--- config.mk ---
export PLATFORM = sky130hd
export DESIGN_NAME = radio_host_port
export DESIGN_NICKNAME = d
export VERILOG_FILES = /design/src/radio_port_pkg.sv /design/src/radio_host_port.sv
export SDC_FILE = /design/constraint.sdc
export NUM_CORES = 1
export LEC_CHECK = 0
export BUFFER_PORTS_ARGS = -buffer_cell sky130_fd_sc_hd__buf_2
export CAP_MARGIN = 25
export CORE_UTILIZATION = 50
export DETAILED_ROUTE_END_ITERATION = 8
export PLACE_DENSITY = 0.66
export REMOVE_ABC_BUFFERS = 1
export SETUP_SLACK_MARGIN = 0.4
export SLEW_MARGIN = 15
export SYNTH_ARGS = -nofsm -noshare
export SYNTH_HDL_FRONTEND = slang
export SYNTH_SLANG_ARGS = --single-unit
--- constraint.sdc ---
create_clock -name CLK -period 5.46 [get_ports CLK]
set_input_delay 0.273 -clock CLK [delete_from_list [all_inputs] [get_ports CLK]]
set_output_delay 0.273 -clock CLK [all_outputs]
set_load 0.05 [all_outputs]
--- src/radio_port_pkg.sv ---
// Shared constants and types for the radio module host port.
`default_nettype none
package radio_port_pkg;
	localparam int CLK_HZ = 10_000_000;
	localparam int NBAUD = 12;
	// Serial rates in bit/s, selected by index.
	localparam int BAUD_HZ [NBAUD] = '{1200, 2400, 4800, 9600, 14400, 19200,
		28800, 38400, 57600, 115200, 230400, 250000};
	localparam int NSPI = 3;
	// Master SPI rates in kbit/s, index 1 is the typical one.
	localparam int SPI_KBPS [NSPI] = '{125, 250, 500};
	localparam logic [1:0] SPI_RATE_TYP = 2'h1;
	localparam int SPI_SLAVE_MAX_KBPS = 4000;
	localparam int DIV_W = 16;
	localparam int GP_N = 6;
	localparam int WAKE_N = 4;
	localparam int PIN_DAV = 3;
	localparam int PIN_CTS = 4;
	localparam int PIN_RTS = 5;
	localparam int FIFO_DEPTH = 16;
	localparam logic [7:0] SPI_FILL = 8'h00;
	localparam logic [2:0] LAST_BIT = 3'h7;
	typedef enum logic [3:0] {
		S_IDLE  = 4'b0001,
		S_START = 4'b0010,
		S_DATA  = 4'b0100,
		S_STOP  = 4'b1000
	} ser_state_t;
endpackage
`default_nettype wire

--- src/radio_host_port.sv ---
// Host data port, flow control, indicators and general pins of the radio module.
`default_nettype none

// Byte FIFO between the radio side and the host data engines.
module byte_fifo #(
	parameter int W = 8,
	parameter int D = 16
) (
	// Clock and reset
	input  wire logic         clk,
	input  wire logic         rstn,
	// Fill side
	input  wire logic [W-1:0] in_data,
	input  wire logic         in_valid,
	output logic              in_ready,
	// Drain side
	output logic [W-1:0]      out_data,
	output logic              out_valid,
	input  wire logic         out_ready
);
	localparam int AW = $clog2(D);
	logic [W-1:0] mem_reg [D];
	logic [AW-1:0] wr_reg;
	logic [AW-1:0] rd_reg;
	logic [AW:0]   cnt_reg;
	logic          push;
	logic          pop;

	// Full and empty come straight from the occupancy count.
	assign in_ready  = cnt_reg != (AW+1)'(D);
	assign out_valid = cnt_reg != '0;
	assign push      = in_valid & in_ready;
	assign pop       = out_valid & out_ready;
	assign out_data  = mem_reg[rd_reg];

	// Pointers and count.
	always_ff @(posedge clk or negedge rstn) begin
		if (!rstn) begin
			wr_reg  <= '0;
			rd_reg  <= '0;
			cnt_reg <= '0;
		end else begin
			if (push) wr_reg <= wr_reg + 1'b1;
			if (pop) rd_reg <= rd_reg + 1'b1;
			cnt_reg <= cnt_reg + (AW+1)'(push) - (AW+1)'(pop);
		end
	end

	// Storage needs no reset; the count hides stale words.
	always_ff @(posedge clk) begin
		if (push) mem_reg[wr_reg] <= in_data;
	end
endmodule

// Asynchronous serial transmitter and receiver, 8N1, least significant bit first.
module uart_link (
	// Clock and reset
	input  wire logic       clk,
	input  wire logic       rstn,
	input  wire logic [15:0] div,
	// Transmit side
	input  wire logic [7:0] tx_data,
	input  wire logic       tx_valid,
	input  wire logic       tx_allow,
	output logic            tx_ready,
	output logic            tx_idle,
	output logic            txd,
	// Receive side, rxd already synchronised
	input  wire logic       rxd,
	output logic [7:0]      rx_data,
	output logic            rx_valid
);
	import radio_port_pkg::*;
	ser_state_t t_st;
	ser_state_t r_st;
	logic [15:0] t_cnt;
	logic [15:0] r_cnt;
	logic [2:0]  t_bit;
	logic [2:0]  r_bit;
	logic [7:0]  t_sh;
	logic [7:0]  r_sh;

	// A byte only starts between frames, so a raised stop line ends after the current byte.
	assign tx_idle  = t_st == S_IDLE;
	assign tx_ready = tx_idle & tx_allow;

	// Transmit sequencer.
	always_ff @(posedge clk or negedge rstn) begin
		if (!rstn) begin
			t_st  <= S_IDLE;
			t_cnt <= '0;
			t_bit <= '0;
			t_sh  <= '0;
			txd   <= 1'b1;
		end else if (t_st == S_IDLE) begin
			if (tx_valid & tx_allow) begin
				t_sh  <= tx_data;
				txd   <= 1'b0;
				t_cnt <= '0;
				t_st  <= S_START;
			end
		end else if (t_cnt != div - 16'h1) begin
			t_cnt <= t_cnt + 16'h1;
		end else begin
			t_cnt <= '0;
			case (t_st)
				S_START: begin
					txd   <= t_sh[0];
					t_sh  <= t_sh >> 1;
					t_bit <= '0;
					t_st  <= S_DATA;
				end
				S_DATA: begin
					if (t_bit == LAST_BIT) begin
						txd  <= 1'b1;
						t_st <= S_STOP;
					end else begin
						txd   <= t_sh[0];
						t_sh  <= t_sh >> 1;
						t_bit <= t_bit + 3'h1;
					end
				end
				default: t_st <= S_IDLE;
			endcase
		end
	end

	// Receive sequencer: start bit checked at mid-bit, bits sampled one bit apart.
	always_ff @(posedge clk or negedge rstn) begin
		if (!rstn) begin
			r_st     <= S_IDLE;
			r_cnt    <= '0;
			r_bit    <= '0;
			r_sh     <= '0;
			rx_data  <= '0;
			rx_valid <= 1'b0;
		end else begin
			rx_valid <= 1'b0;
			r_cnt    <= r_cnt + 16'h1;
			case (r_st)
				S_IDLE: begin
					r_cnt <= '0;
					if (!rxd) r_st <= S_START;
				end
				S_START: if (r_cnt == (div >> 1)) begin
					r_cnt <= '0;
					r_bit <= '0;
					r_st  <= rxd ? S_IDLE : S_DATA;
				end
				S_DATA: if (r_cnt == div - 16'h1) begin
					r_cnt <= '0;
					r_sh  <= {rxd, r_sh[7:1]};
					r_bit <= r_bit + 3'h1;
					if (r_bit == LAST_BIT) r_st <= S_STOP;
				end
				S_STOP: if (r_cnt == div - 16'h1) begin
					r_st     <= S_IDLE;
					rx_data  <= r_sh;
					rx_valid <= rxd;
				end
				default: r_st <= S_IDLE;
			endcase
		end
	end
endmodule

// Summary of operation
// - Transmit indicator is high while a packet other than a bare acknowledgement is sent.
// - Carrier detect goes low while a valid packet is received.
// - Sending data while receiving acknowledgements asserts both indicators together.
// - Indicator pins can instead carry the maintenance serial output and input.
// - Configuration picks the primary serial port or the SPI port for host data.
// - Clear-to-send is low when a host byte can be taken; host stops when high.
// - Host request line low allows serial output; high stops the module sending.
// - General pins 3, 4, 5 default to plain I/O; alternates are pending and flow lines.
// - In SPI slave mode the pending pin is high while data waits for the master.
// - MISO is input as master and output as slave; MOSI the opposite.
// - Slave select is driven as master and sampled as slave.
// - SPI clock is generated as master and received as slave.
// - Master SPI clock selectable 125, 250 or 500 kbit/s, 250 typical.
// - Both serial ports take a baud rate from the listed set, 1.2 to 250 kbit/s.
// - General inputs have selectable pull-up; outputs have configurable power-on level.
// - Each general pin has a separate sleep direction, pull-up and level.
// - Four general inputs can optionally wake the module from sleep.
module radio_host_port (
	// Clock and reset
	input  wire logic               CLK,
	input  wire logic               RSTN,
	// Configuration
	input  wire logic               MODE_SPI,
	input  wire logic               SPI_MASTER,
	input  wire logic [1:0]         SPI_RATE_SEL,
	input  wire logic [3:0]         BAUD_SEL,
	input  wire logic [3:0]         MAINT_BAUD_SEL,
	input  wire logic               DIAG_ALT,
	input  wire logic               FLOW_ALT,
	input  wire logic               DAV_ALT,
	// Radio activity
	input  wire logic               RF_TX_ACTIVE,
	input  wire logic               RF_TX_ACK_ONLY,
	input  wire logic               RF_RX_VALID,
	// Radio to host stream
	input  wire logic [7:0]         TO_HOST_DATA,
	input  wire logic               TO_HOST_VALID,
	output logic                    TO_HOST_READY,
	// Host to radio stream
	output logic [7:0]              FROM_HOST_DATA,
	output logic                    FROM_HOST_VALID,
	input  wire logic               FROM_HOST_READY,
	// Maintenance serial user side
	input  wire logic [7:0]         MAINT_TX_DATA,
	input  wire logic               MAINT_TX_VALID,
	output logic                    MAINT_TX_READY,
	output logic [7:0]              MAINT_RX_DATA,
	output logic                    MAINT_RX_VALID,
	// General pin control
	input  wire logic               SLEEP,
	input  wire logic [radio_port_pkg::GP_N-1:0] GP_DIR,
	input  wire logic [radio_port_pkg::GP_N-1:0] GP_PULL,
	input  wire logic [radio_port_pkg::GP_N-1:0] GP_INIT,
	input  wire logic               GP_WR,
	input  wire logic [radio_port_pkg::GP_N-1:0] GP_WDATA,
	input  wire logic [radio_port_pkg::GP_N-1:0] GP_SLP_DIR,
	input  wire logic [radio_port_pkg::GP_N-1:0] GP_SLP_PULL,
	input  wire logic [radio_port_pkg::GP_N-1:0] GP_SLP_OUT,
	input  wire logic [radio_port_pkg::WAKE_N-1:0] GP_WAKE_EN,
	output logic [radio_port_pkg::GP_N-1:0] GP_IN,
	output logic [radio_port_pkg::GP_N-1:0] GP_PULL_EN,
	output logic                    WAKE,
	// Pins
	output logic                    PIN2_OUT,
	input  wire logic               PIN3_I,
	output logic                    PIN3_O,
	output logic                    PIN3_OE,
	output logic                    RADIO_TXD,
	input  wire logic               RADIO_RXD,
	input  wire logic               MISO_I,
	output logic                    MISO_O,
	output logic                    MISO_OE,
	input  wire logic               MOSI_I,
	output logic                    MOSI_O,
	output logic                    MOSI_OE,
	input  wire logic               SS_N_I,
	output logic                    SS_N_O,
	output logic                    SS_N_OE,
	input  wire logic               SCLK_I,
	output logic                    SCLK_O,
	output logic                    SCLK_OE,
	input  wire logic [radio_port_pkg::GP_N-1:0] GPIO_I,
	output logic [radio_port_pkg::GP_N-1:0] GPIO_O,
	output logic [radio_port_pkg::GP_N-1:0] GPIO_OE
);
	import radio_port_pkg::*;
	localparam int SN = 6 + GP_N;
	// Idle pin levels for the synchroniser: everything high except the mode 0 SPI clock.
	localparam logic [SN-1:0] SYNC_IDLE = {6'h3e, {GP_N{1'b1}}};

	// Clamp an out-of-range rate select to the fastest entry.
	function automatic logic [3:0] baud_idx(input logic [3:0] s);
		baud_idx = (s < 4'(NBAUD)) ? s : 4'(NBAUD - 1);
	endfunction

	logic [15:0] div_tab [NBAUD];
	logic [15:0] half_tab [NSPI];
	logic [SN-1:0] s1_reg;
	logic [SN-1:0] s2_reg;
	logic rxd_s, p3_s, miso_s, mosi_s, ss_s, sclk_s;
	logic [GP_N-1:0] gp_s;
	logic ti_reg, cd_n_reg, hold_v_reg, init_reg, wake_reg;
	logic [7:0] hold_reg;
	logic [GP_N-1:0] lvl_reg, gp_prev_reg;
	logic [7:0] f_data;
	logic f_valid, f_ready, u_ready, u_idle, u_txd, u_rv;
	logic m_txd;
	logic [7:0] u_rd;
	logic rts_n_eff, slave;
	logic [15:0] spi_half;
	logic [15:0] spi_cnt;
	logic [7:0] spi_sh;
	logic [3:0] spi_bits;
	logic spi_busy, sclk_reg, ss_n_reg, in_bit, sclk_prev, ss_prev, spi_take, spi_done;
	logic [GP_N-1:0] dir_eff, out_eff;

	// Divisor tables follow the clock rate, so retiming CLK_HZ rescales all rates.
	for (genvar i = 0; i < NBAUD; i++) begin : g_baud
		assign div_tab[i] = 16'(CLK_HZ / BAUD_HZ[i]);
	end
	for (genvar i = 0; i < NSPI; i++) begin : g_spi
		assign half_tab[i] = 16'(CLK_HZ / (2000 * SPI_KBPS[i]));
	end
	assign spi_half = half_tab[(SPI_RATE_SEL < 2'(NSPI)) ? SPI_RATE_SEL : SPI_RATE_TYP];

	// Every pin input passes two flops; only the second stage is read.
	// Reset to idle levels, so the clock edge detector sees no false fall after reset.
	always_ff @(posedge CLK or negedge RSTN) begin
		if (!RSTN) begin
			s1_reg <= SYNC_IDLE;
			s2_reg <= SYNC_IDLE;
		end else begin
			s1_reg <= {RADIO_RXD, PIN3_I, MISO_I, MOSI_I, SS_N_I, SCLK_I, GPIO_I};
			s2_reg <= s1_reg;
		end
	end
	assign {rxd_s, p3_s, miso_s, mosi_s, ss_s, sclk_s, gp_s} = s2_reg;
	assign GP_IN = gp_s;

	// Activity indicators; both may be asserted together.
	always_ff @(posedge CLK or negedge RSTN) begin
		if (!RSTN) begin
			ti_reg   <= 1'b0;
			cd_n_reg <= 1'b1;
		end else begin
			ti_reg   <= RF_TX_ACTIVE & ~RF_TX_ACK_ONLY;
			cd_n_reg <= ~RF_RX_VALID;
		end
	end

	// Indicator pins or maintenance serial port.
	assign PIN2_OUT = DIAG_ALT ? m_txd : ti_reg;
	assign PIN3_O   = cd_n_reg;
	assign PIN3_OE  = ~DIAG_ALT;

	byte_fifo #(.W(8), .D(FIFO_DEPTH)) u_fifo (
		.clk       (CLK),
		.rstn      (RSTN),
		.in_data   (TO_HOST_DATA),
		.in_valid  (TO_HOST_VALID),
		.in_ready  (TO_HOST_READY),
		.out_data  (f_data),
		.out_valid (f_valid),
		.out_ready (f_ready)
	);

	// Request line only acts in its alternate role; otherwise sending is always allowed.
	assign rts_n_eff = FLOW_ALT & gp_s[PIN_RTS];
	// Only the selected engine drains the FIFO.
	assign f_ready   = MODE_SPI ? spi_take : u_ready;

	uart_link u_pri (
		.clk      (CLK),
		.rstn     (RSTN),
		.div      (div_tab[baud_idx(BAUD_SEL)]),
		.tx_data  (f_data),
		.tx_valid (f_valid & ~MODE_SPI),
		.tx_allow (~rts_n_eff),
		.tx_ready (u_ready),
		.tx_idle  (u_idle),
		.txd      (u_txd),
		.rxd      (rxd_s),
		.rx_data  (u_rd),
		.rx_valid (u_rv)
	);
	assign RADIO_TXD = u_txd;

	uart_link u_maint (
		.clk      (CLK),
		.rstn     (RSTN),
		.div      (div_tab[baud_idx(MAINT_BAUD_SEL)]),
		.tx_data  (MAINT_TX_DATA),
		.tx_valid (MAINT_TX_VALID),
		.tx_allow (DIAG_ALT),
		.tx_ready (MAINT_TX_READY),
		.tx_idle  (),
		.txd      (m_txd),
		.rxd      (p3_s | ~DIAG_ALT),
		.rx_data  (MAINT_RX_DATA),
		.rx_valid (MAINT_RX_VALID)
	);

	// Host byte hold; a new byte wins over a same-cycle take. A byte sent against
	// a raised clear-to-send while the hold is full is lost.
	always_ff @(posedge CLK or negedge RSTN) begin
		if (!RSTN) begin
			hold_v_reg <= 1'b0;
			hold_reg   <= '0;
		end else if ((MODE_SPI ? spi_done : u_rv) && (!hold_v_reg || FROM_HOST_READY)) begin
			hold_v_reg <= 1'b1;
			hold_reg   <= MODE_SPI ? {spi_sh[6:0], in_bit} : u_rd;
		end else if (FROM_HOST_READY) begin
			hold_v_reg <= 1'b0;
		end
	end
	assign FROM_HOST_DATA  = hold_reg;
	assign FROM_HOST_VALID = hold_v_reg;

	// SPI engine, mode 0, MSB first: capture on rising edge, shift on falling.
	assign slave    = MODE_SPI & ~SPI_MASTER;
	assign spi_take = MODE_SPI & (SPI_MASTER ? (~spi_busy & ~hold_v_reg) :
		(ss_prev & ~ss_s) | (spi_done & ~ss_s)) & f_valid;
	assign spi_done = MODE_SPI & spi_bits == 4'h7 & (SPI_MASTER ?
		(spi_busy & sclk_reg & spi_cnt == spi_half - 16'h1) : (sclk_prev & ~sclk_s & ~ss_s));
	always_ff @(posedge CLK or negedge RSTN) begin
		if (!RSTN) begin
			spi_busy <= 1'b0; spi_cnt <= '0; spi_sh <= '0; spi_bits <= '0;
			sclk_reg <= 1'b0; ss_n_reg <= 1'b1; in_bit <= 1'b0;
			sclk_prev <= 1'b0; ss_prev <= 1'b1;
		end else begin
			sclk_prev <= sclk_s;
			ss_prev   <= ss_s;
			if (!MODE_SPI) begin
				spi_busy <= 1'b0; ss_n_reg <= 1'b1; sclk_reg <= 1'b0; spi_bits <= '0;
			end else if (SPI_MASTER) begin
				// Master waits on clear-to-send so its own reply byte has room.
				if (!spi_busy) begin
					spi_cnt <= '0;
					if (spi_take) begin
						spi_sh <= f_data; spi_busy <= 1'b1; ss_n_reg <= 1'b0; spi_bits <= '0;
					end
				end else if (spi_cnt != spi_half - 16'h1) begin
					spi_cnt <= spi_cnt + 16'h1;
				end else begin
					spi_cnt  <= '0;
					sclk_reg <= ~sclk_reg;
					if (!sclk_reg) in_bit <= miso_s;
					else begin
						spi_sh   <= {spi_sh[6:0], in_bit};
						spi_bits <= spi_bits + 4'h1;
						if (spi_done) begin
							spi_busy <= 1'b0; ss_n_reg <= 1'b1;
						end
					end
				end
			end else if (ss_s) begin
				spi_bits <= '0;
			end else begin
				// Slave follows the sampled clock; the link must be well below CLK/2.
				if (!sclk_prev && sclk_s) in_bit <= mosi_s;
				if (sclk_prev && !sclk_s) begin
					spi_sh   <= {spi_sh[6:0], in_bit};
					spi_bits <= spi_done ? 4'h0 : spi_bits + 4'h1;
				end
				if ((ss_prev && !ss_s) || spi_done) spi_sh <= f_valid ? f_data : SPI_FILL;
			end
		end
	end

	// SPI pin directions by role.
	assign MISO_O  = spi_sh[7];
	assign MISO_OE = slave & ~ss_s;
	assign MOSI_O  = spi_sh[7];
	assign MOSI_OE = MODE_SPI & SPI_MASTER;
	assign SS_N_O  = ss_n_reg;
	assign SS_N_OE = MODE_SPI & SPI_MASTER;
	assign SCLK_O  = sclk_reg;
	assign SCLK_OE = MODE_SPI & SPI_MASTER;

	// Output levels load the power-on value just after reset, then follow writes.
	always_ff @(posedge CLK or negedge RSTN) begin
		if (!RSTN) begin
			init_reg <= 1'b0;
			lvl_reg  <= '0;
		end else if (!init_reg) begin
			init_reg <= 1'b1;
			lvl_reg  <= GP_INIT;
		end else if (GP_WR) begin
			lvl_reg <= GP_WDATA;
		end
	end

	// Sleep swaps in its own pin set.
	assign dir_eff    = SLEEP ? GP_SLP_DIR : GP_DIR;
	assign out_eff    = SLEEP ? GP_SLP_OUT : lvl_reg;
	assign GP_PULL_EN = (SLEEP ? GP_SLP_PULL : GP_PULL) & ~dir_eff;

	// Plain I/O unless an alternate role claims the pin.
	for (genvar i = 0; i < GP_N; i++) begin : g_gp
		if (i == PIN_DAV) begin : g_dav
			assign GPIO_O[i]  = (DAV_ALT & slave) ? f_valid : out_eff[i];
			assign GPIO_OE[i] = (DAV_ALT & slave) | dir_eff[i];
		end else if (i == PIN_CTS) begin : g_cts
			assign GPIO_O[i]  = FLOW_ALT ? hold_v_reg : out_eff[i];
			assign GPIO_OE[i] = FLOW_ALT | dir_eff[i];
		end else if (i == PIN_RTS) begin : g_rts
			assign GPIO_O[i]  = out_eff[i];
			assign GPIO_OE[i] = ~FLOW_ALT & dir_eff[i];
		end else begin : g_plain
			assign GPIO_O[i]  = out_eff[i];
			assign GPIO_OE[i] = dir_eff[i];
		end
	end

	// Any level change on an enabled sleeping input gives a one-cycle wake pulse.
	always_ff @(posedge CLK or negedge RSTN) begin
		if (!RSTN) begin
			gp_prev_reg <= '1;
			wake_reg    <= 1'b0;
		end else begin
			gp_prev_reg <= gp_s;
			wake_reg    <= SLEEP & |((gp_s[WAKE_N-1:0] ^ gp_prev_reg[WAKE_N-1:0])
				& GP_WAKE_EN & ~dir_eff[WAKE_N-1:0]);
		end
	end
	assign WAKE = wake_reg;

	chk_ti_pin: assert property (@(posedge CLK) disable iff (!RSTN)
		(RF_TX_ACTIVE && !RF_TX_ACK_ONLY) ##1 !DIAG_ALT |-> PIN2_OUT)
		else $error("transmit indicator not raised");
	chk_cd_pin: assert property (@(posedge CLK) disable iff (!RSTN)
		(RF_RX_VALID && RF_TX_ACTIVE && !RF_TX_ACK_ONLY) ##1 !DIAG_ALT |-> !PIN3_O && PIN2_OUT)
		else $error("indicators not both asserted");
	chk_alt_diag: assert property (@(posedge CLK) disable iff (!RSTN)
		DIAG_ALT |-> !PIN3_OE && PIN2_OUT == m_txd)
		else $error("maintenance pins not routed");
	chk_cts_full: assert property (@(posedge CLK) disable iff (!RSTN)
		FLOW_ALT && hold_v_reg |-> GPIO_OE[PIN_CTS] && GPIO_O[PIN_CTS])
		else $error("clear-to-send low while hold full");
	chk_rts_stop: assert property (@(posedge CLK) disable iff (!RSTN)
		rts_n_eff && u_idle |=> u_idle)
		else $error("serial byte started against request line");
	chk_port_sel: assert property (@(posedge CLK) disable iff (!RSTN)
		MODE_SPI && u_idle |=> u_idle && RADIO_TXD)
		else $error("serial port active in SPI mode");
	chk_dav_flag: assert property (@(posedge CLK) disable iff (!RSTN)
		DAV_ALT && slave |-> GPIO_OE[PIN_DAV] && GPIO_O[PIN_DAV] == f_valid)
		else $error("pending flag wrong");
	chk_spi_dirs: assert property (@(posedge CLK) disable iff (!RSTN)
		MODE_SPI && SPI_MASTER |-> MOSI_OE && SS_N_OE && SCLK_OE && !MISO_OE)
		else $error("master pin directions wrong");
	chk_spi_rate: assert property (@(posedge CLK) disable iff (!RSTN)
		MODE_SPI && SPI_MASTER && $stable(SPI_RATE_SEL) && $changed(sclk_reg)
		|-> $past(spi_cnt) == spi_half - 16'h1)
		else $error("master clock half period wrong");
	chk_sleep_set: assert property (@(posedge CLK) disable iff (!RSTN)
		SLEEP |-> GPIO_OE[2:0] == GP_SLP_DIR[2:0] && GPIO_O[2:0] == GP_SLP_OUT[2:0])
		else $error("sleep pin set not applied");
	chk_wake_src: assert property (@(posedge CLK) disable iff (!RSTN)
		WAKE |-> $past(SLEEP) && $past(|GP_WAKE_EN))
		else $error("wake without enabled sleeping input");
	cov_uart_rx: cover property (@(posedge CLK) disable iff (!RSTN) u_rv && !MODE_SPI);
	cov_spi_mst: cover property (@(posedge CLK) disable iff (!RSTN) spi_done && SPI_MASTER);
	cov_spi_slv: cover property (@(posedge CLK) disable iff (!RSTN) spi_done && slave);
	cov_wake:    cover property (@(posedge CLK) disable iff (!RSTN) WAKE);
endmodule
`default_nettype wire

==> results of run 1 <==
-- cells by family after synthesis --
family | after synthesis | share of synthesized area, %
compound gates | 327 | 11.35
xor+xnor | 112 | 5.051
fa+ha+maj | 38 | 2.450
buf+inv | 179 | 3.820
flops | 366 | 49.92
mux | 139 | 8.478
other cells | 1 | 0.01902
simple gates | 732 | 18.91
-- layout make-up --
class                      instances  area (um^2)  area share (%)
sequential                       366         9844           43.68
clock inverter                    22        287.8           1.277
clock buffer                      53         1132           5.025
multi-input combinational       1349         9121           40.48
timing repair buffer             212         1306           5.796
tap                              518        648.1           2.876
inverter                          52        195.2          0.8661
-- where the power goes --
group	switching (mW)	internal [mW]	total [mW]	leakage [nW]
clock network	1.13	1.76	2.89	0.677
logic	1.25	0.906	2.15	4.53
registers	0.371	3.16	3.53	4.23
-- cells in the mapped netlist (18+ instances only) --
library cell,n
sky130_fd_sc_hd__edfxtp_1,128
sky130_fd_sc_hd__xnor2_1,59
sky130_fd_sc_hd__nor2b_1,34
sky130_fd_sc_hd__clkbuf_1,92
sky130_fd_sc_hd__ha_1,37
sky130_fd_sc_hd__a31oi_1,20
sky130_fd_sc_hd__nand2b_1,42
sky130_fd_sc_hd__a221oi_1,18
sky130_fd_sc_hd__nor2_1,166
sky130_fd_sc_hd__inv_1,52
sky130_fd_sc_hd__nand4_1,34
sky130_fd_sc_hd__mux2i_1,65
sky130_fd_sc_hd__nand2_1,201
sky130_fd_sc_hd__nand3_1,67
sky130_fd_sc_hd__o21ai_0,73
sky130_fd_sc_hd__dfrtp_1,203
sky130_fd_sc_hd__a21oi_1,51
sky130_fd_sc_hd__o22ai_1,18
sky130_fd_sc_hd__xor2_1,52
sky130_fd_sc_hd__dfstp_2,35
sky130_fd_sc_hd__nor3_1,34
sky130_fd_sc_hd__mux2_2,47
-- path summary, 6_finish.rpt --
path / startpoint / endpoint / slack (ps)
max: BAUD_SEL[3] / u_pri.rx_data[1] / 880
min: GP_WDATA[3] / lvl_reg[3] / 40
max reg2reg: spi_cnt[8] / spi_sh[5] / 1740
min reg2reg: s1_reg[6] / s2_reg[6] / 350
max in group asynchronous: RSTN / u_pri.t_cnt[9] / 3860
min in group asynchronous: RSTN / lvl_reg[1] / 330
-- per-layer routing --
metal  wire length, um  track usage (%)  part of all wire [%]  up-vias
li1                  -                -                     -     7116
met1             21100            32.10                    46     7263
met2             21630            36.88                    47      396
met3              2306            3.750                   5.0       80
met4              1254            8.206                   2.7        0
met5                 0                0                     0        -
-- worst min-delay path, delay by kind of cell --
kind                   cells  cell delay (ps)
AOI/OAI and AO/OA          1              130
buffers and inverters      1               80
muxes                      1               60
-- per-stage QoR --
| step | total power, mW | hold slack (ps) | setup slack [ps] | std cells | util (%) |
|---|---|---|---|---|---|
| floorplan | 5.005 | -22.59 | 861.5 | 1767 | - |
| global placement | 5.643 | 336.2 | 537.7 | 2462 | 53.62 |
| detailed placement | 5.715 | 334.7 | 395.2 | 2463 | 53.64 |
| CTS | 8.653 | 10.72 | 938.9 | 2571 | 58.16 |
| global route | 9.032 | 25.61 | 584.9 | 2572 | 58.18 |
| finish | 8.576 | 39.97 | 876.0 | 2572 | 58.18 |
==> reports/results.txt, run 1 <==
result of the run - complete, no violations
number of nets in the finished design - 2159
startpoint types - primary input
CTS root buffer - sky130_fd_sc_hd__clkbuf_16
Crit Path Class - in2reg
synthesized flop and latch total - 366
Crit. End Element - flip-flop
residual overflow from global routing - 0
via-per-instance ratio - 5.776
cell type with the largest total area after synthesis - sky130_fd_sc_hd__dfrtp_1
clock buffer count from CTS - 41
count of final max-slew check failures - 0
count of hold-fix buffers inserted at cts - 33
# fillers - 3304
num rows - 72
power density relative to cell area - 380.6 nW/um^2
number of unique standard cell types used by synthesis - 93
number of global-route vias before repair - 14424
maximum root-to-sink buffer count - 3
area growth from synthesis to layout - 14.30%
initial antenna violation count - 0
area of placed instances - 20780 um^2
largest net degree at the start of global routing - 139
cell count along the critical path - 16
CTS tree - built
Mean Syn Cell Area - 10.41 um^2
die area - 40230 um^2
number of H-tree levels - 2
Post-Syn Instances - 1894
CP peak stage delay - 680 ps
PortBufs - 155
worst path arrival time - 5010 ps
Placeable Area - 38740 um^2
DRC violations left - 0
Static Leakage - 9.441 nW
Slew @ Worst Pin - 926.9 ps
ordered list of cells on the worst path - buf_2 > a21o_1 > inv_1 > ha_1 > mux2_2 > o2bb2ai_1 > inv_1 > ha_1 > o21bai_1 > o221ai_1 > xor2_1 > a22oi_1 > or2_0 > nor4b_2 > or4b_1 > mux2_1
count of cells resized by post-cts repair - 0
Pre-antenna DRT Iters - 5
via count - 14855
crit path max-delay cell type - sky130_fd_sc_hd__or4b_1
first-pass GRT wire length - 75.75 mm
async set-or-reset flop fraction in the synthesized netlist - 65.03%
Area contributors post-synth - sky130_fd_sc_hd__dfrtp_1 (26%), sky130_fd_sc_hd__edfxtp_1 (19%), sky130_fd_sc_hd__dfstp_2 (4.7%)
proportion of netlist area held by the largest area contributor - 25.76%
Die Wd - 200.6 um
Wirelength per Cell - 18.00 um
path depth of the worst reg2reg path - 7
number of buffers and inverters on the critical path - 3
number of flip-flops in the largest register - 128
clock slew at the register clock pins of the worst setup and hold paths - 60 ps
Post-Route Setup TNS - 0 ps
maximum VDD drop - 0.0002806 V
number of stages on the worst hold path - 3
EDFF count, synth - 128
final critical-path share of the clock period - 83.96%
GRT Resource Usage Total - 23.15%
Cell Area, Synth - 19720 um^2
Design Area, Final - 22540 um^2
final WL - 46.30 mm
CP max FO - 29
number of nets still failing antenna checks after routing - 0
setup skew after layout - 22.70 ps
CP Data Required Time - 5880 ps
most common cell after layout, fill and taps aside - sky130_fd_sc_hd__dfrtp_1
cell class contributing the biggest share of worst-path delay - simple AND/OR/NAND/NOR gates
dpl hpwl - 31.62 mm
total setup violations reported at the end of the flow - 0
total of warnings raised by yosys - 0
Slew Limit Headroom - 38.21%
number of violations reported at the end of detailed-routing iteration 0 - 1004
most used flip-flop cell after synthesis - sky130_fd_sc_hd__dfrtp_1
Routability Congestion - 0.8918
commonest non-fill, non-tap cells in the layout - sky130_fd_sc_hd__dfrtp_1 (202), sky130_fd_sc_hd__nand2_1 (201), sky130_fd_sc_hd__nor2_1 (166)
Tmin final - 4584 ps
register area share after synthesis - 49.92%
ANT cells - 0
setup repair after global routing missed its margin - false
setup fix buffers added after clock tree synthesis - 0
starting utilization of the core area - 50.90%
Vert. Die Dim - 200.6 um
number of endpoints with negative hold slack in the final report - 0
fraction of final layout cells sized beyond drive strength 1 - 18.40%
number of max-cap violations - 0
clock sink count - 366
type of the tightest min-delay check - in2reg
I/O pin count - 156
Max Clk Rate - 218.2 MHz
insertion delay of the later-clocked pin in the worst-skew pair - 560 ps
Note: power is estimated with default switching activity, not from simulation.
==> run 2, diff against run 1 <==
--- a/config.mk
+++ b/config.mk
@@ -5,11 +5,12 @@
 export SDC_FILE = /design/constraint.sdc
 export NUM_CORES = 1
 export LEC_CHECK = 0
+export ABC_AREA = 1
 export BUFFER_PORTS_ARGS = -buffer_cell sky130_fd_sc_hd__buf_2
 export CAP_MARGIN = 25
 export CORE_UTILIZATION = 50
 export DETAILED_ROUTE_END_ITERATION = 8
-export PLACE_DENSITY = 0.66
+export PLACE_DENSITY = 0.69
 export REMOVE_ABC_BUFFERS = 1
 export SETUP_SLACK_MARGIN = 0.4
 export SLEW_MARGIN = 15
==> constraint.sdc (replaced) <==
create_clock -name CLK -period 3.7 [get_ports CLK]
set_input_delay 0.185 -clock CLK [delete_from_list [all_inputs] [get_ports CLK]]
set_output_delay 0.185 -clock CLK [all_outputs]
set_load 0.05 [all_outputs]
==> run 2 against run 1 <==
Net effect: area after synthesis decreased by 1.9%; register-to-register slack got worse by 1000 ps; hold slack got worse by 14 ps; clock skew decreased by 12 ps; non-clock buffer count increased by 4; global-route usage increased by 0.67 points; first-iteration DRC count increased by 1.0%; synthesized cell count increased by 19%; critical path depth decreased by 1; final cell count increased by 17%; largest power group unchanged; highest routed layer unchanged.
==> reports/results.txt, run 2 <==
result of the run - complete, no violations
number of nets in the finished design - 2591
total of warnings raised by yosys - 0
proportion of netlist area held by the largest area contributor - 26.27%
setup skew after layout - 10.83 ps
commonest non-fill, non-tap cells in the layout - sky130_fd_sc_hd__nand2_1 (576), sky130_fd_sc_hd__inv_1 (249), sky130_fd_sc_hd__dfrtp_1 (202)
Net Sw Power - 4.614 mW
CTS tree - built
number of nets still failing antenna checks after routing - 0
insertion delay of the later-clocked pin in the worst-skew pair - 570 ps
global-route met3 utilization - 3.662%
clock sink count - 366
Routability Congestion - 0.9173
Post-Syn Instances - 2258
number of unique standard cell types used by synthesis - 58
share of power burned in registers - 39.6%
number of global-route vias before repair - 15390
part of the total power dissipated in the clock network - 30.5%
register area share after synthesis - 50.90%
clock buffer count from CTS - 40
num rows - 71
Vert. Die Dim - 198.7 um
cell type with the largest total area after synthesis - sky130_fd_sc_hd__dfrtp_1
number of H-tree levels - 2
Crit. End Element - flip-flop
Max Clk Rate - 333.4 MHz
# fillers - 3331
worst path arrival time - 3490 ps
share of total power consumed by net switching - 36.24%
starting utilization of the core area - 51.10%
post-route non-filler standard cell count - 2998
initial antenna violation count - 1
total setup violations reported at the end of the flow - 0
Mean Syn Cell Area - 8.565 um^2
PortBufs - 155
EDFF count, synth - 128
top-count cell post-synth - sky130_fd_sc_hd__nand2_1
Cell Area, Synth - 19340 um^2
GRT Resource Usage Total - 23.82%
final WL - 46.61 mm
global routing usage on met2 - 41.03%
power density relative to cell area - 570.5 nW/um^2
most numerous cell types in the synthesized netlist - sky130_fd_sc_hd__nand2_1 (577), sky130_fd_sc_hd__inv_1 (249), sky130_fd_sc_hd__dfrtp_1 (203)
DRC violations left - 0
number of max-cap violations - 0
via-per-instance ratio - 5.316
final critical-path share of the clock period - 81.07%
final-layout worst hold slack - 26.10 ps
Crit Path Class - reg2reg
die area - 39470 um^2
startpoint types - flip-flop
Placeable Area - 37840 um^2
via count - 15936
Area contributors post-synth - sky130_fd_sc_hd__dfrtp_1 (26%), sky130_fd_sc_hd__edfxtp_1 (20%), sky130_fd_sc_hd__nand2_1 (11%)
first-pass GRT wire length - 75.51 mm
most used flip-flop cell after synthesis - sky130_fd_sc_hd__dfrtp_1
most common cell after layout, fill and taps aside - sky130_fd_sc_hd__nand2_1
async set-or-reset flop fraction in the synthesized netlist - 65.03%
Pre-antenna DRT Iters - 7
maximum root-to-sink buffer count - 3
dpl hpwl - 32.52 mm
synthesized flop and latch total - 366
fraction of final layout cells sized beyond drive strength 1 - 14.92%
I/O pin count - 156
residual overflow from global routing - 0
Post-Route Setup TNS - 0 ps
clock slew at the register clock pins of the worst setup and hold paths - 60 ps
Wirelength per Cell - 15.55 um
count of final max-slew check failures - 0
met1 track demand over resource in global routing - 30.99%
largest net degree at the start of global routing - 102
combinational fraction of design power - 29.9%
GRT Max-Usage Layer - met2
CP Data Required Time - 4190 ps
Die Wd - 198.7 um
area growth from synthesis to layout - 15.39%
Int Pwr - 8.118 mW
number of endpoints with negative hold slack in the final report - 0
setup repair after global routing missed its margin - false
number of cells in the design after placement - 2881
Tmin final - 3000 ps
setup fix buffers added after clock tree synthesis - 0
Slew Limit Headroom - 39.73%
CTS root buffer - sky130_fd_sc_hd__clkbuf_16
Slew @ Worst Pin - 895.8 ps
number of violations reported at the end of detailed-routing iteration 0 - 1014
number of flip-flops in the largest register - 128
type of the tightest min-delay check - in2reg
Static Leakage - 10.28 nW
maximum VDD drop - 0.0002850 V
CP max FO - 6
run 2: final timing paths:
kind	from	to	slack, ps	depth (start not counted)
worst max-delay path	spi_bits[0]	u_fifo.cnt_reg[4]	700	15
worst min-delay path	MODE_SPI	FROM_HOST_DATA[2]	30	3
worst max register to register	spi_bits[0]	u_fifo.cnt_reg[4]	700	15
worst min register to register	s1_reg[5]	s2_reg[5]	350	0
max in group asynchronous	RSTN	u_pri.txd	2470	3
min in group asynchronous	RSTN	u_pri.r_cnt[9]	240	2
run 2: routing by layer:
metal | share of wire, % | vias to the layer above
li1 | - | 7859
met4 | 2.1 | 0
met1 | 44 | 7569
met2 | 48 | 440
met5 | 0 | -
met3 | 5.6 | 68
run 2: power by group through the flow:
stage                     combinational (mW)  clock, mW  sequential (mW)
after floorplan                         2.47          0             5.14
after global placement                  3.65          0             5.08
after detailed placement                3.75          0             5.10
after CTS                               3.80       3.96             5.03
after global routing                    4.28       4.10             5.09
final                                   3.81       3.88             5.04
run 2: critical path, stage by stage (launching register included):
cell and delay (ps):
sky130_fd_sc_hd__dfrtp_1 400, sky130_fd_sc_hd__ha_1 200, sky130_fd_sc_hd__nand2_1 60, sky130_fd_sc_hd__nor2_1 190, sky130_fd_sc_hd__nand3_1 180, sky130_fd_sc_hd__o211ai_1 190
sky130_fd_sc_hd__nand4_1 230, sky130_fd_sc_hd__nand2_2 200, sky130_fd_sc_hd__ha_1 150, sky130_fd_sc_hd__inv_1 40, sky130_fd_sc_hd__ha_1 220, sky130_fd_sc_hd__fa_1 430
sky130_fd_sc_hd__a21oi_1 140, sky130_fd_sc_hd__nor2_1 50, sky130_fd_sc_hd__nor2_1 120, sky130_fd_sc_hd__xor2_1 150
run 2: kinds of logic (layout without fill, tap and decap cells):
logic type / after synthesis / after routing / synth area share [%]
flip-flops: 366 / 366 / 50.90
XOR/XNOR: 106 / 106 / 4.800
buffers and inverters: 319 / 547 / 6.670
AND/OR/NAND/NOR: 1124 / 1124 / 25.97
adder cells (fa/ha/maj): 38 / 38 / 2.497
AO/OA/AOI/OAI: 300 / 300 / 8.941
other: 1 / 2 / 0.01939
multiplexers: 4 / 4 / 0.2070
run 2: final cells by class:
type | count | area, um^2 | area share (%)
multi-input cells | 1573 | 8215 | 36.81
repair buffers | 216 | 1374 | 6.156
clock buffers | 58 | 1139 | 5.102
flip-flops and latches | 366 | 9844 | 44.11
well taps | 511 | 639.4 | 2.865
clock inverters | 16 | 137.6 | 0.6167
diodes | 1 | 2.502 | 0.01121
inverters | 257 | 964.7 | 4.323
run 2: through the flow:
stage / util, % / area (um^2) / power (mW) / worst slack, ps
after floorplan: - / 19010 / 7.607 / 334.6
after global placement: 54.46 / 20610 / 8.730 / 387.1
after detailed placement: 54.46 / 20610 / 8.847 / 226.3
after CTS: 58.94 / 22310 / 12.79 / 634.1
after global routing: 58.96 / 22310 / 13.47 / 403.0
final: 58.97 / 22320 / 12.73 / 700.4
run 2: repair_timing:
item	4_1_cts	5_1_grt
setup endpoints to repair	0	1
hold endpoints to repair	124	0
hold buffers	42	0
gates resized for setup	0	2
